**src/swrs_map.svh**
```systemverilog
// constants for the supply watchdog reset supervisor
//
// Contract
// - reset is asserted whenever the supply code is below the trip register.
// - reset stays asserted 100 ms after the supply climbs back above trip.
// - watchdog period is set in 100 ms steps from 100 ms to 3 s.
// - an enabled watchdog not restarted in time gives 100 ms of reset.
// - a flag records which source started the latest reset.
// - a manual reset is accepted only after a stable low filter time.
// - the reset line is active low for supply, watchdog and manual causes.
// - the line is only pulled low by the device, else left to the pull-up.
// - an outside low on the same line is sensed as a manual reset request.
`ifndef SWRS_MAP_SVH
`define SWRS_MAP_SVH

// register word offsets
`define SWRS_REG_CTRL 8'h00
`define SWRS_REG_PERIOD 8'h01
`define SWRS_REG_TRIP 8'h02
`define SWRS_REG_KICK 8'h03
`define SWRS_REG_STATUS 8'h04
`define SWRS_REG_CLEAR 8'h05
`define SWRS_REG_IRQ_EN 8'h06

// field positions
`define SWRS_CTRL_WDT_EN 0
`define SWRS_EV_LV 0
`define SWRS_EV_WDT 1
`define SWRS_EV_MR 2
`define SWRS_ST_LAST_LO 4
`define SWRS_ST_LINE 7

// reset values and period limits
`define SWRS_TRIP_RST 8'h80
`define SWRS_PERIOD_RST 5'h0A
`define SWRS_PERIOD_MIN 5'h01
`define SWRS_PERIOD_MAX 5'h1E

// timing, clock in kHz
`define SWRS_CLK_KHZ 100000
`define SWRS_HOLD_MS 100
`define SWRS_TICK_MS 100
`define SWRS_MR_FILT_MS 1
`define SWRS_HOLD_CYC (`SWRS_HOLD_MS * `SWRS_CLK_KHZ)
`define SWRS_TICK_CYC (`SWRS_TICK_MS * `SWRS_CLK_KHZ)
`define SWRS_MR_FILT_CYC (`SWRS_MR_FILT_MS * `SWRS_CLK_KHZ)

`endif

```
**src/swrs_pkg.sv**
```systemverilog
// types for the supply watchdog reset supervisor
package swrs_pkg;
	typedef enum logic [1:0] {
		SWRS_RUN = 2'b01,
		SWRS_HOLD = 2'b10
	} swrs_state_t;
	typedef enum logic [1:0] {
		SWRS_SRC_NONE = 2'h0,
		SWRS_SRC_LV = 2'h1,
		SWRS_SRC_WDT = 2'h2,
		SWRS_SRC_MR = 2'h3
	} swrs_src_t;
endpackage : swrs_pkg

```
**src/swrs_top.sv**
```systemverilog
// supply, watchdog and manual reset supervisor with register port
`timescale 1ns/10ps
`include "swrs_map.svh"

module swrs_top import swrs_pkg::*; #(
	parameter int HOLD_CYC = `SWRS_HOLD_CYC,
	parameter int TICK_CYC = `SWRS_TICK_CYC,
	parameter int MR_FILT_CYC = `SWRS_MR_FILT_CYC
) (
	input wire logic ref_clk_in,
	input wire logic resetn_in,
	input wire logic [7:0] supply_code_in,
	input wire logic rst_line_in,
	output logic rst_line_out,
	output logic rst_line_oe_n_out,
	input wire logic [7:0] reg_addr_in,
	input wire logic [7:0] reg_wdata_in,
	input wire logic reg_wr_in,
	input wire logic reg_rd_in,
	output logic [7:0] reg_rdata_out,
	output logic irq_out
);

	localparam logic [23:0] HOLD_LAST = 24'(HOLD_CYC - 1);
	localparam logic [23:0] TICK_LAST = 24'(TICK_CYC - 1);
	localparam logic [23:0] FILT_LAST = 24'(MR_FILT_CYC - 1);

	// register group state
	logic wdt_en_q, wdt_en_d;
	logic [4:0] period_q, period_d;
	logic [7:0] trip_q, trip_d;
	logic [2:0] status_q, status_d;
	logic [2:0] irq_en_q, irq_en_d;
	swrs_src_t last_q, last_d;
	logic [7:0] rdata_q, rdata_d;
	logic irq_q, irq_d;
	logic kick;

	// supervisor state
	swrs_state_t state_q, state_d;
	logic [23:0] hold_q, hold_d;
	logic drive_q, drive_d;
	logic low_q, low_d;
	logic supply_low;

	// watchdog state
	logic [23:0] pre_q, pre_d;
	logic [4:0] tick_q, tick_d;
	logic wdt_fire;

	// manual reset filter state
	logic [23:0] filt_q, filt_d;
	logic armed_q, armed_d;
	logic mr_fire;

	// events of this cycle
	logic [2:0] ev;

	// supply compare against the programmed trip point
	assign supply_low = (supply_code_in < trip_q);
	assign kick = reg_wr_in && (reg_addr_in == `SWRS_REG_KICK);

	// register next values
	always_comb begin
		wdt_en_d = wdt_en_q;
		period_d = period_q;
		trip_d = trip_q;
		irq_en_d = irq_en_q;
		last_d = last_q;
		rdata_d = 8'h00;
		status_d = status_q;
		if (reg_wr_in) begin
			if (reg_addr_in == `SWRS_REG_CTRL) begin
				wdt_en_d = reg_wdata_in[`SWRS_CTRL_WDT_EN];
			end else if (reg_addr_in == `SWRS_REG_PERIOD) begin
				// out of range steps clamp to 100 ms .. 3 s
				// the upper bound is tested on the full byte first so
				// a large value never wraps into the low clamp
				if (reg_wdata_in > 8'(`SWRS_PERIOD_MAX)) begin
					period_d = `SWRS_PERIOD_MAX;
				end else if (reg_wdata_in[4:0] < `SWRS_PERIOD_MIN) begin
					period_d = `SWRS_PERIOD_MIN;
				end else begin
					period_d = reg_wdata_in[4:0];
				end
			end else if (reg_addr_in == `SWRS_REG_TRIP) begin
				trip_d = reg_wdata_in;
			end else if (reg_addr_in == `SWRS_REG_CLEAR) begin
				status_d = status_q & ~reg_wdata_in[2:0];
			end else if (reg_addr_in == `SWRS_REG_IRQ_EN) begin
				irq_en_d = reg_wdata_in[2:0];
			end
		end
		// a new event wins over a clear in the same cycle
		status_d = status_d | ev;
		if (ev[`SWRS_EV_LV]) begin
			last_d = SWRS_SRC_LV;
		end else if (ev[`SWRS_EV_WDT]) begin
			last_d = SWRS_SRC_WDT;
		end else if (ev[`SWRS_EV_MR]) begin
			last_d = SWRS_SRC_MR;
		end
		if (reg_rd_in) begin
			if (reg_addr_in == `SWRS_REG_CTRL) begin
				rdata_d = {7'h00, wdt_en_q};
			end else if (reg_addr_in == `SWRS_REG_PERIOD) begin
				rdata_d = {3'h0, period_q};
			end else if (reg_addr_in == `SWRS_REG_TRIP) begin
				rdata_d = trip_q;
			end else if (reg_addr_in == `SWRS_REG_STATUS) begin
				rdata_d = {drive_q, 1'b0, last_q, 1'b0, status_q};
			end else if (reg_addr_in == `SWRS_REG_IRQ_EN) begin
				rdata_d = {5'h00, irq_en_q};
			end
		end
		irq_d = |(status_d & irq_en_d);
	end

	// register flops
	always_ff @(posedge ref_clk_in) begin
		if (!resetn_in) begin
			wdt_en_q <= 1'b0;
			period_q <= `SWRS_PERIOD_RST;
			trip_q <= `SWRS_TRIP_RST;
			status_q <= 3'h0;
			irq_en_q <= 3'h0;
			last_q <= SWRS_SRC_NONE;
			rdata_q <= 8'h00;
			irq_q <= 1'b0;
		end else begin
			wdt_en_q <= wdt_en_d;
			period_q <= period_d;
			trip_q <= trip_d;
			status_q <= status_d;
			irq_en_q <= irq_en_d;
			last_q <= last_d;
			rdata_q <= rdata_d;
			irq_q <= irq_d;
		end
	end

	// supervisor next state; low supply outranks the other causes
	always_comb begin
		state_d = state_q;
		hold_d = hold_q;
		low_d = supply_low;
		ev = 3'h0;
		// a fresh fall below trip is logged even inside a hold
		ev[`SWRS_EV_LV] = supply_low && !low_q;
		case (state_q)
			SWRS_RUN: begin
				hold_d = 24'h000000;
				if (supply_low) begin
					state_d = SWRS_HOLD;
					ev[`SWRS_EV_LV] = 1'b1;
				end else if (wdt_fire) begin
					state_d = SWRS_HOLD;
					ev[`SWRS_EV_WDT] = 1'b1;
				end else if (mr_fire) begin
					state_d = SWRS_HOLD;
					ev[`SWRS_EV_MR] = 1'b1;
				end
			end
			SWRS_HOLD: begin
				if (supply_low) begin
					hold_d = 24'h000000;
				end else if (hold_q == HOLD_LAST) begin
					state_d = SWRS_RUN;
					hold_d = 24'h000000;
				end else begin
					hold_d = hold_q + 24'h000001;
				end
			end
			default: begin
				state_d = SWRS_HOLD;
				hold_d = 24'h000000;
			end
		endcase
		drive_d = (state_d == SWRS_HOLD);
	end

	// supervisor flops; reset starts in hold as a power-on reset
	always_ff @(posedge ref_clk_in) begin
		if (!resetn_in) begin
			state_q <= SWRS_HOLD;
			hold_q <= 24'h000000;
			drive_q <= 1'b1;
			low_q <= 1'b0;
		end else begin
			state_q <= state_d;
			hold_q <= hold_d;
			drive_q <= drive_d;
			low_q <= low_d;
		end
	end

	// watchdog: prescaler to 100 ms steps, restarted on kick
	always_comb begin
		pre_d = pre_q;
		tick_d = tick_q;
		wdt_fire = 1'b0;
		// disabled or already in reset means no count at all
		if (!wdt_en_q || kick || state_q != SWRS_RUN) begin
			pre_d = 24'h000000;
			tick_d = 5'h00;
		end else if (pre_q == TICK_LAST) begin
			pre_d = 24'h000000;
			if (tick_q + 5'h01 >= period_q) begin
				wdt_fire = 1'b1;
				tick_d = 5'h00;
			end else begin
				tick_d = tick_q + 5'h01;
			end
		end else begin
			pre_d = pre_q + 24'h000001;
		end
	end

	// watchdog flops
	always_ff @(posedge ref_clk_in) begin
		if (!resetn_in) begin
			pre_q <= 24'h000000;
			tick_q <= 5'h00;
		end else begin
			pre_q <= pre_d;
			tick_q <= tick_d;
		end
	end

	// manual reset filter; our own drive masks the sensed level
	always_comb begin
		filt_d = 24'h000000;
		armed_d = armed_q;
		mr_fire = 1'b0;
		// a line still held low after a manual or power-on hold must rise before rearming
		if (rst_line_in) begin
			armed_d = 1'b1;
		end else if (!drive_q && armed_q) begin
			if (filt_q == FILT_LAST) begin
				mr_fire = 1'b1;
				armed_d = 1'b0;
			end else begin
				filt_d = filt_q + 24'h000001;
			end
		end
	end

	// filter flops
	always_ff @(posedge ref_clk_in) begin
		if (!resetn_in) begin
			filt_q <= 24'h000000;
			armed_q <= 1'b0;
		end else begin
			filt_q <= filt_d;
			armed_q <= armed_d;
		end
	end

	// line drive flops; only ever pulls low, pull-up does the rest
	logic line_val_q;
	logic line_oe_n_q;
	always_ff @(posedge ref_clk_in) begin
		if (!resetn_in) begin
			line_val_q <= 1'b0;
			line_oe_n_q <= 1'b0;
		end else begin
			line_val_q <= 1'b0;
			line_oe_n_q <= !drive_d;
		end
	end

	assign rst_line_out = line_val_q;
	assign rst_line_oe_n_out = line_oe_n_q;
	assign reg_rdata_out = rdata_q;
	assign irq_out = irq_q;

endmodule : swrs_top

```
**config.mk**
```make
export PLATFORM = sky130hd
export DESIGN_NAME = swrs_top
export DESIGN_NICKNAME = d
export VERILOG_FILES = /design/src/swrs_pkg.sv /design/src/swrs_top.sv
export VERILOG_INCLUDE_DIRS = /design/src /design/src/src
export SDC_FILE = /design/constraint.sdc
export NUM_CORES = 1
export LEC_CHECK = 0
export BUFFER_PORTS_ARGS = -buffer_cell sky130_fd_sc_hd__buf_2
export CAP_MARGIN = 20
export CORE_MARGIN = 4
export CORE_UTILIZATION = 44
export CTS_BUF_LIST = sky130_fd_sc_hd__clkbuf_4 sky130_fd_sc_hd__clkbuf_8 sky130_fd_sc_hd__clkbuf_16
export DETAILED_ROUTE_END_ITERATION = 8
export GPL_TIMING_DRIVEN = 0
export PLACE_DENSITY_LB_ADDON = 0.3
export RECOVER_POWER = 50
export SYNTH_ARGS = -nofsm -noshare
export SYNTH_HDL_FRONTEND = slang
export SYNTH_SLANG_ARGS = --single-unit
```
**constraint.sdc**
```tcl
create_clock -name ref_clk_in -period 2.76 [get_ports ref_clk_in]
set_input_delay 0.138 -clock ref_clk_in [delete_from_list [all_inputs] [get_ports ref_clk_in]]
set_output_delay 0.138 -clock ref_clk_in [all_outputs]
set_load 0.01 [all_outputs]
```
==> flow_summary.ini <==
[grt]
grt_pass1_vias = 4367
grt_pass1_wl_microns = 19900
antenna_found_initial = 0
grt.total_usage_pct = 17.3
globalRoute.totalOverflow = 0
grt_start_max_net_pins = 17

[sta]
slew_headroom_pct = 47.7
fin_setup_tns_ns = 0
rsz0062_at_grt = false
setup_violations = 0
period_needed_ns = 2.51
hold_viol = 0
tightest_slew_ns = 0.778
max_freq_mhz = 398
skew_ns = 0.0107
slew_viol_final = 0
post-route-period-util_pct = 91.0

[synth]
synth-main-ff-cell = dfxtp_1
synth_simple_gate_area_share_pct = 28.7
synth_compound_area_share_pct = 8.79
synth_top_family_by_area = simple AND/OR/NAND/NOR gates
synthCells = 624
synth_area_per_cell_sq_um = 8.46
synth.distinct_cells = 54
synth_edf_count = 0
async_reset_ff_share_pct = 0
ys_warn_count = 0
ys_ff_latch = 114
yosysSeqAreaShare_pct = 43.2
yosys.area_share.xor_xnor_pct = 10.8
synth_nets = 671
syn_area_sq_um = 5280
synth.area.mux_share_pct = 0.948
synth-adder-area-share_pct = 4.27

[die]
die_y_microns = 118
initial_core_util_pct = 45.6
row_count = 39
die_w_microns = 118
core_sq_um = 11600
boundaryPins = 40
die-area_sq_um = 13800

[setup_path]
crit_start = pre_q[0]
worstSetupStartpointType = flip-flop
cp.required_ns = 3.04
endpoint_kind = flip-flop
r2r_start = pre_q[0]
reg2reg_to = pre_q[3]
rrSetupSlack_ns = 0.25
cp.arrival_ns = 2.79
critPathMaxFanout = 10
critical_path_class = flip-flop to flip-flop
reg2reg_depth = 7

[final_layout]
area_growth_pct = 18.4
layout-drive-gt1-share_pct = 9.33
multi_input_area_sq_um = 2800
n_fill_cell = 1049
stdcell_count = 840
regArea_sq_um = 2280
diodes = 0
nets = 731

[cts]
root_buffer = clkbuf_16
cts.path.max_buffers = 2
insertion_delay_ns = 0.41
cts_setup_buffers = 0
cts_tree = done
cts_buffers = 17
cts_sinks = 114
clk_pin_slew_ns = 0.05
h-tree-depth = 4

[placed_design]
port-buffer-count = 38
place_hpwl_microns = 8340
placed_cells = 805
gp_congestion = 0.838

[detailed_routing]
detail-route-antenna-nets = 0
wl_per_cell_microns = 13.7
drc_errors = 0
via_per_inst = 5.35
drtIter0Drc = 258
vias = 4497
wirelength_microns = 11500
dr.pass1.iters = 5

[power_and_ir_drop]
p_leak_nw = 2.24
peakVddDrop_v = 0.000394
p_per_area_nw_per_um2 = 662

[min_path]
hold_depth = 3
hold_path_end = trip_q[4]
hold_class = primary input to flip-flop
hold_path_startpoint = reg_wdata_in[4]

[run_status]
outcome = complete, no violations

[flow_run]
cap_violations = 0
[cell families (layout without fill, tap and decap cells)]
| logic type | count (synthesis) | count (layout) |
|---|---|---|
| AO/OA/AOI/OAI | 74 | 74 |
| XOR/XNOR | 65 | 65 |
| adder cells (fa/ha/maj) | 18 | 18 |
| buffers and inverters | 44 | 117 |
| flip-flops | 114 | 114 |
| multiplexers | 5 | 5 |
| other | 1 | 1 |
| AND/OR/NAND/NOR | 303 | 303 |
[layout by cell type, fill, tap and decap left out, types with 3 or more instances in the layout]
| cell type | instances |
|---|---|
| nand4_1 | 14 |
| nor4b_1 | 5 |
| nor2_1 | 108 |
| o21ai_0 | 14 |
| nand3b_1 | 5 |
| a31oi_1 | 5 |
| clkbuf_8 | 3 |
| mux2i_1 | 5 |
| a21boi_0 | 3 |
| ha_1 | 18 |
| nor3_1 | 14 |
| a22oi_1 | 3 |
| bufinv_16 | 3 |
| and2_1 | 5 |
| dlygate4sd3_1 | 3 |
| buf_2 | 27 |
| and3_1 | 16 |
| dfxtp_1 | 114 |
| clkbuf_16 | 17 |
| a211oi_1 | 8 |
| or3_1 | 9 |
| nand2_1 | 51 |
| and4_1 | 3 |
| a21oi_1 | 24 |
| clkbuf_1 | 24 |
| or2_2 | 3 |
| nand3_1 | 41 |
| xor2_1 | 41 |
| clkinv_2 | 5 |
| xnor2_1 | 24 |
| o211ai_1 | 4 |
| inv_1 | 28 |
| or4_1 | 5 |
| nor4_1 | 10 |
| nand2b_1 | 5 |
[timing repair]
action | in CTS | in global routing
endpoints found under the setup margin | 0 | 23
endpoints found under the hold margin | 3 | 0
hold buffers | 3 | 0
gates resized for setup | 0 | 2
[per-stage QoR]
stage	hold slack (ns)	utilization, %	worst slack (ns)	power (mW)	cell area (sq um)
final	0.0196	54.0	0.247	4.14	6250
after global routing	0.0261	54.0	0.0404	4.28	6250
after CTS	0.00387	54.4	0.159	4.18	6290
after detailed placement	0.407	48.8	0.187	1.93	5650
after global placement	0.407	48.8	0.180	1.92	5650
after floorplan	0.282	-	0.596	1.85	5280
[worst max-delay path, cell delays in order, from the launching register on]
cell and delay (ns):
dfxtp_1 0.35, ha_1 0.22, and2_1 0.19, nand4_1 0.15, or4_1 0.60, nand3_1 0.35, clkbuf_1 0.42, nor2_1 0.11
[how the worst max path moves through the flow]
stage	end	slack (ns)	depth (start not counted)
finish	pre_q[3]	0.25	7
global route	pre_q[21]	0.04	7
CTS	irq_out	0.16	9
detailed placement	irq_out	0.19	9
global placement	irq_out	0.18	9
floorplan	drive_q	0.60	9
[routing by layer]
| layer | vias up | wire length, microns | GRT usage (%) |
|---|---|---|---|
| met3 | 17 | 549 | 5.72 |
| met5 | - | 0 | 0 |
| met2 | 95 | 5550 | 29.0 |
| li1 | 2277 | - | - |
| met1 | 2108 | 5280 | 20.7 |
| met4 | 0 | 174 | 6.15 |
[synth_stat cells (2+ instances only)]
master     count  share of area, %
and3_1        16               1.9
nand3_1       40               3.8
a31oi_1        5              0.59
nor2_1       107               7.6
xnor2_1       24               4.0
mux2i_1        5              0.95
a211oi_1       8               1.1
nand3b_1       5              0.71
a22oi_1        3              0.43
nor3_1        14               1.3
or2_2          3              0.36
and4_1         3              0.50
and2_1         5              0.59
o21ai_0       15               1.4
nand4b_1       2              0.33
xor2_1        41               6.8
buf_2          2              0.19
a21oi_1       24               2.3
inv_1         28               2.0
nor4_1         9               1.1
nand2_1       51               3.6
dfxtp_1      114                43
clkbuf_1      11              0.78
a41oi_1        2              0.33
nor4b_1        5              0.83
or4_1          5              0.71
ha_1          18               4.3
nor2b_1        2              0.24
o2bb2ai_1      2              0.33
o211ai_1       4              0.57
nand4_1       14               1.7
nand2b_1       5              0.59
or3_1          8              0.95
a21o_1         2              0.28
a21boi_0       3              0.43
[final cells by class]
class | instances | area share (%)
clock buffers | 22 | 7.71
inverters | 29 | 1.74
clock inverters | 10 | 2.10
flip-flops and latches | 114 | 36.5
plain buffers | 15 | 0.961
well taps | 143 | 2.86
multi-input cells | 466 | 44.8
repair buffers | 41 | 3.30
[flip-flops by register name, summed over array words and instances, names as in the netlist]
| register | flops |
|---|---|
| filt_q | 24 |
| wdt_en_q | 1 |
| pre_q | 24 |
| hold_q | 24 |
| irq_out | 1 |
| status_q | 3 |
| tick_q | 5 |
| rst_line_oe_n_out | 1 |
| low_q | 1 |
| irq_en_q | 3 |
| period_q | 5 |
| state_q | 2 |
| trip_q | 8 |
| last_q | 2 |
| drive_q | 1 |
| armed_q | 1 |
| reg_rdata_out | 8 |
[power breakdown]
| part | total, mW | leakage [nW] | switching, mW | internal, mW |
|---|---|---|---|---|
| Clock | 2.25 | 0.306 | 0.744 | 1.50 |
| Combinational | 0.198 | 1.01 | 0.123 | 0.0748 |
| Sequential | 1.70 | 0.920 | 0.0197 | 1.68 |
| Total | 4.14 | 2.24 | 0.887 | 3.25 |
Note: power is estimated with default switching activity, not from simulation.
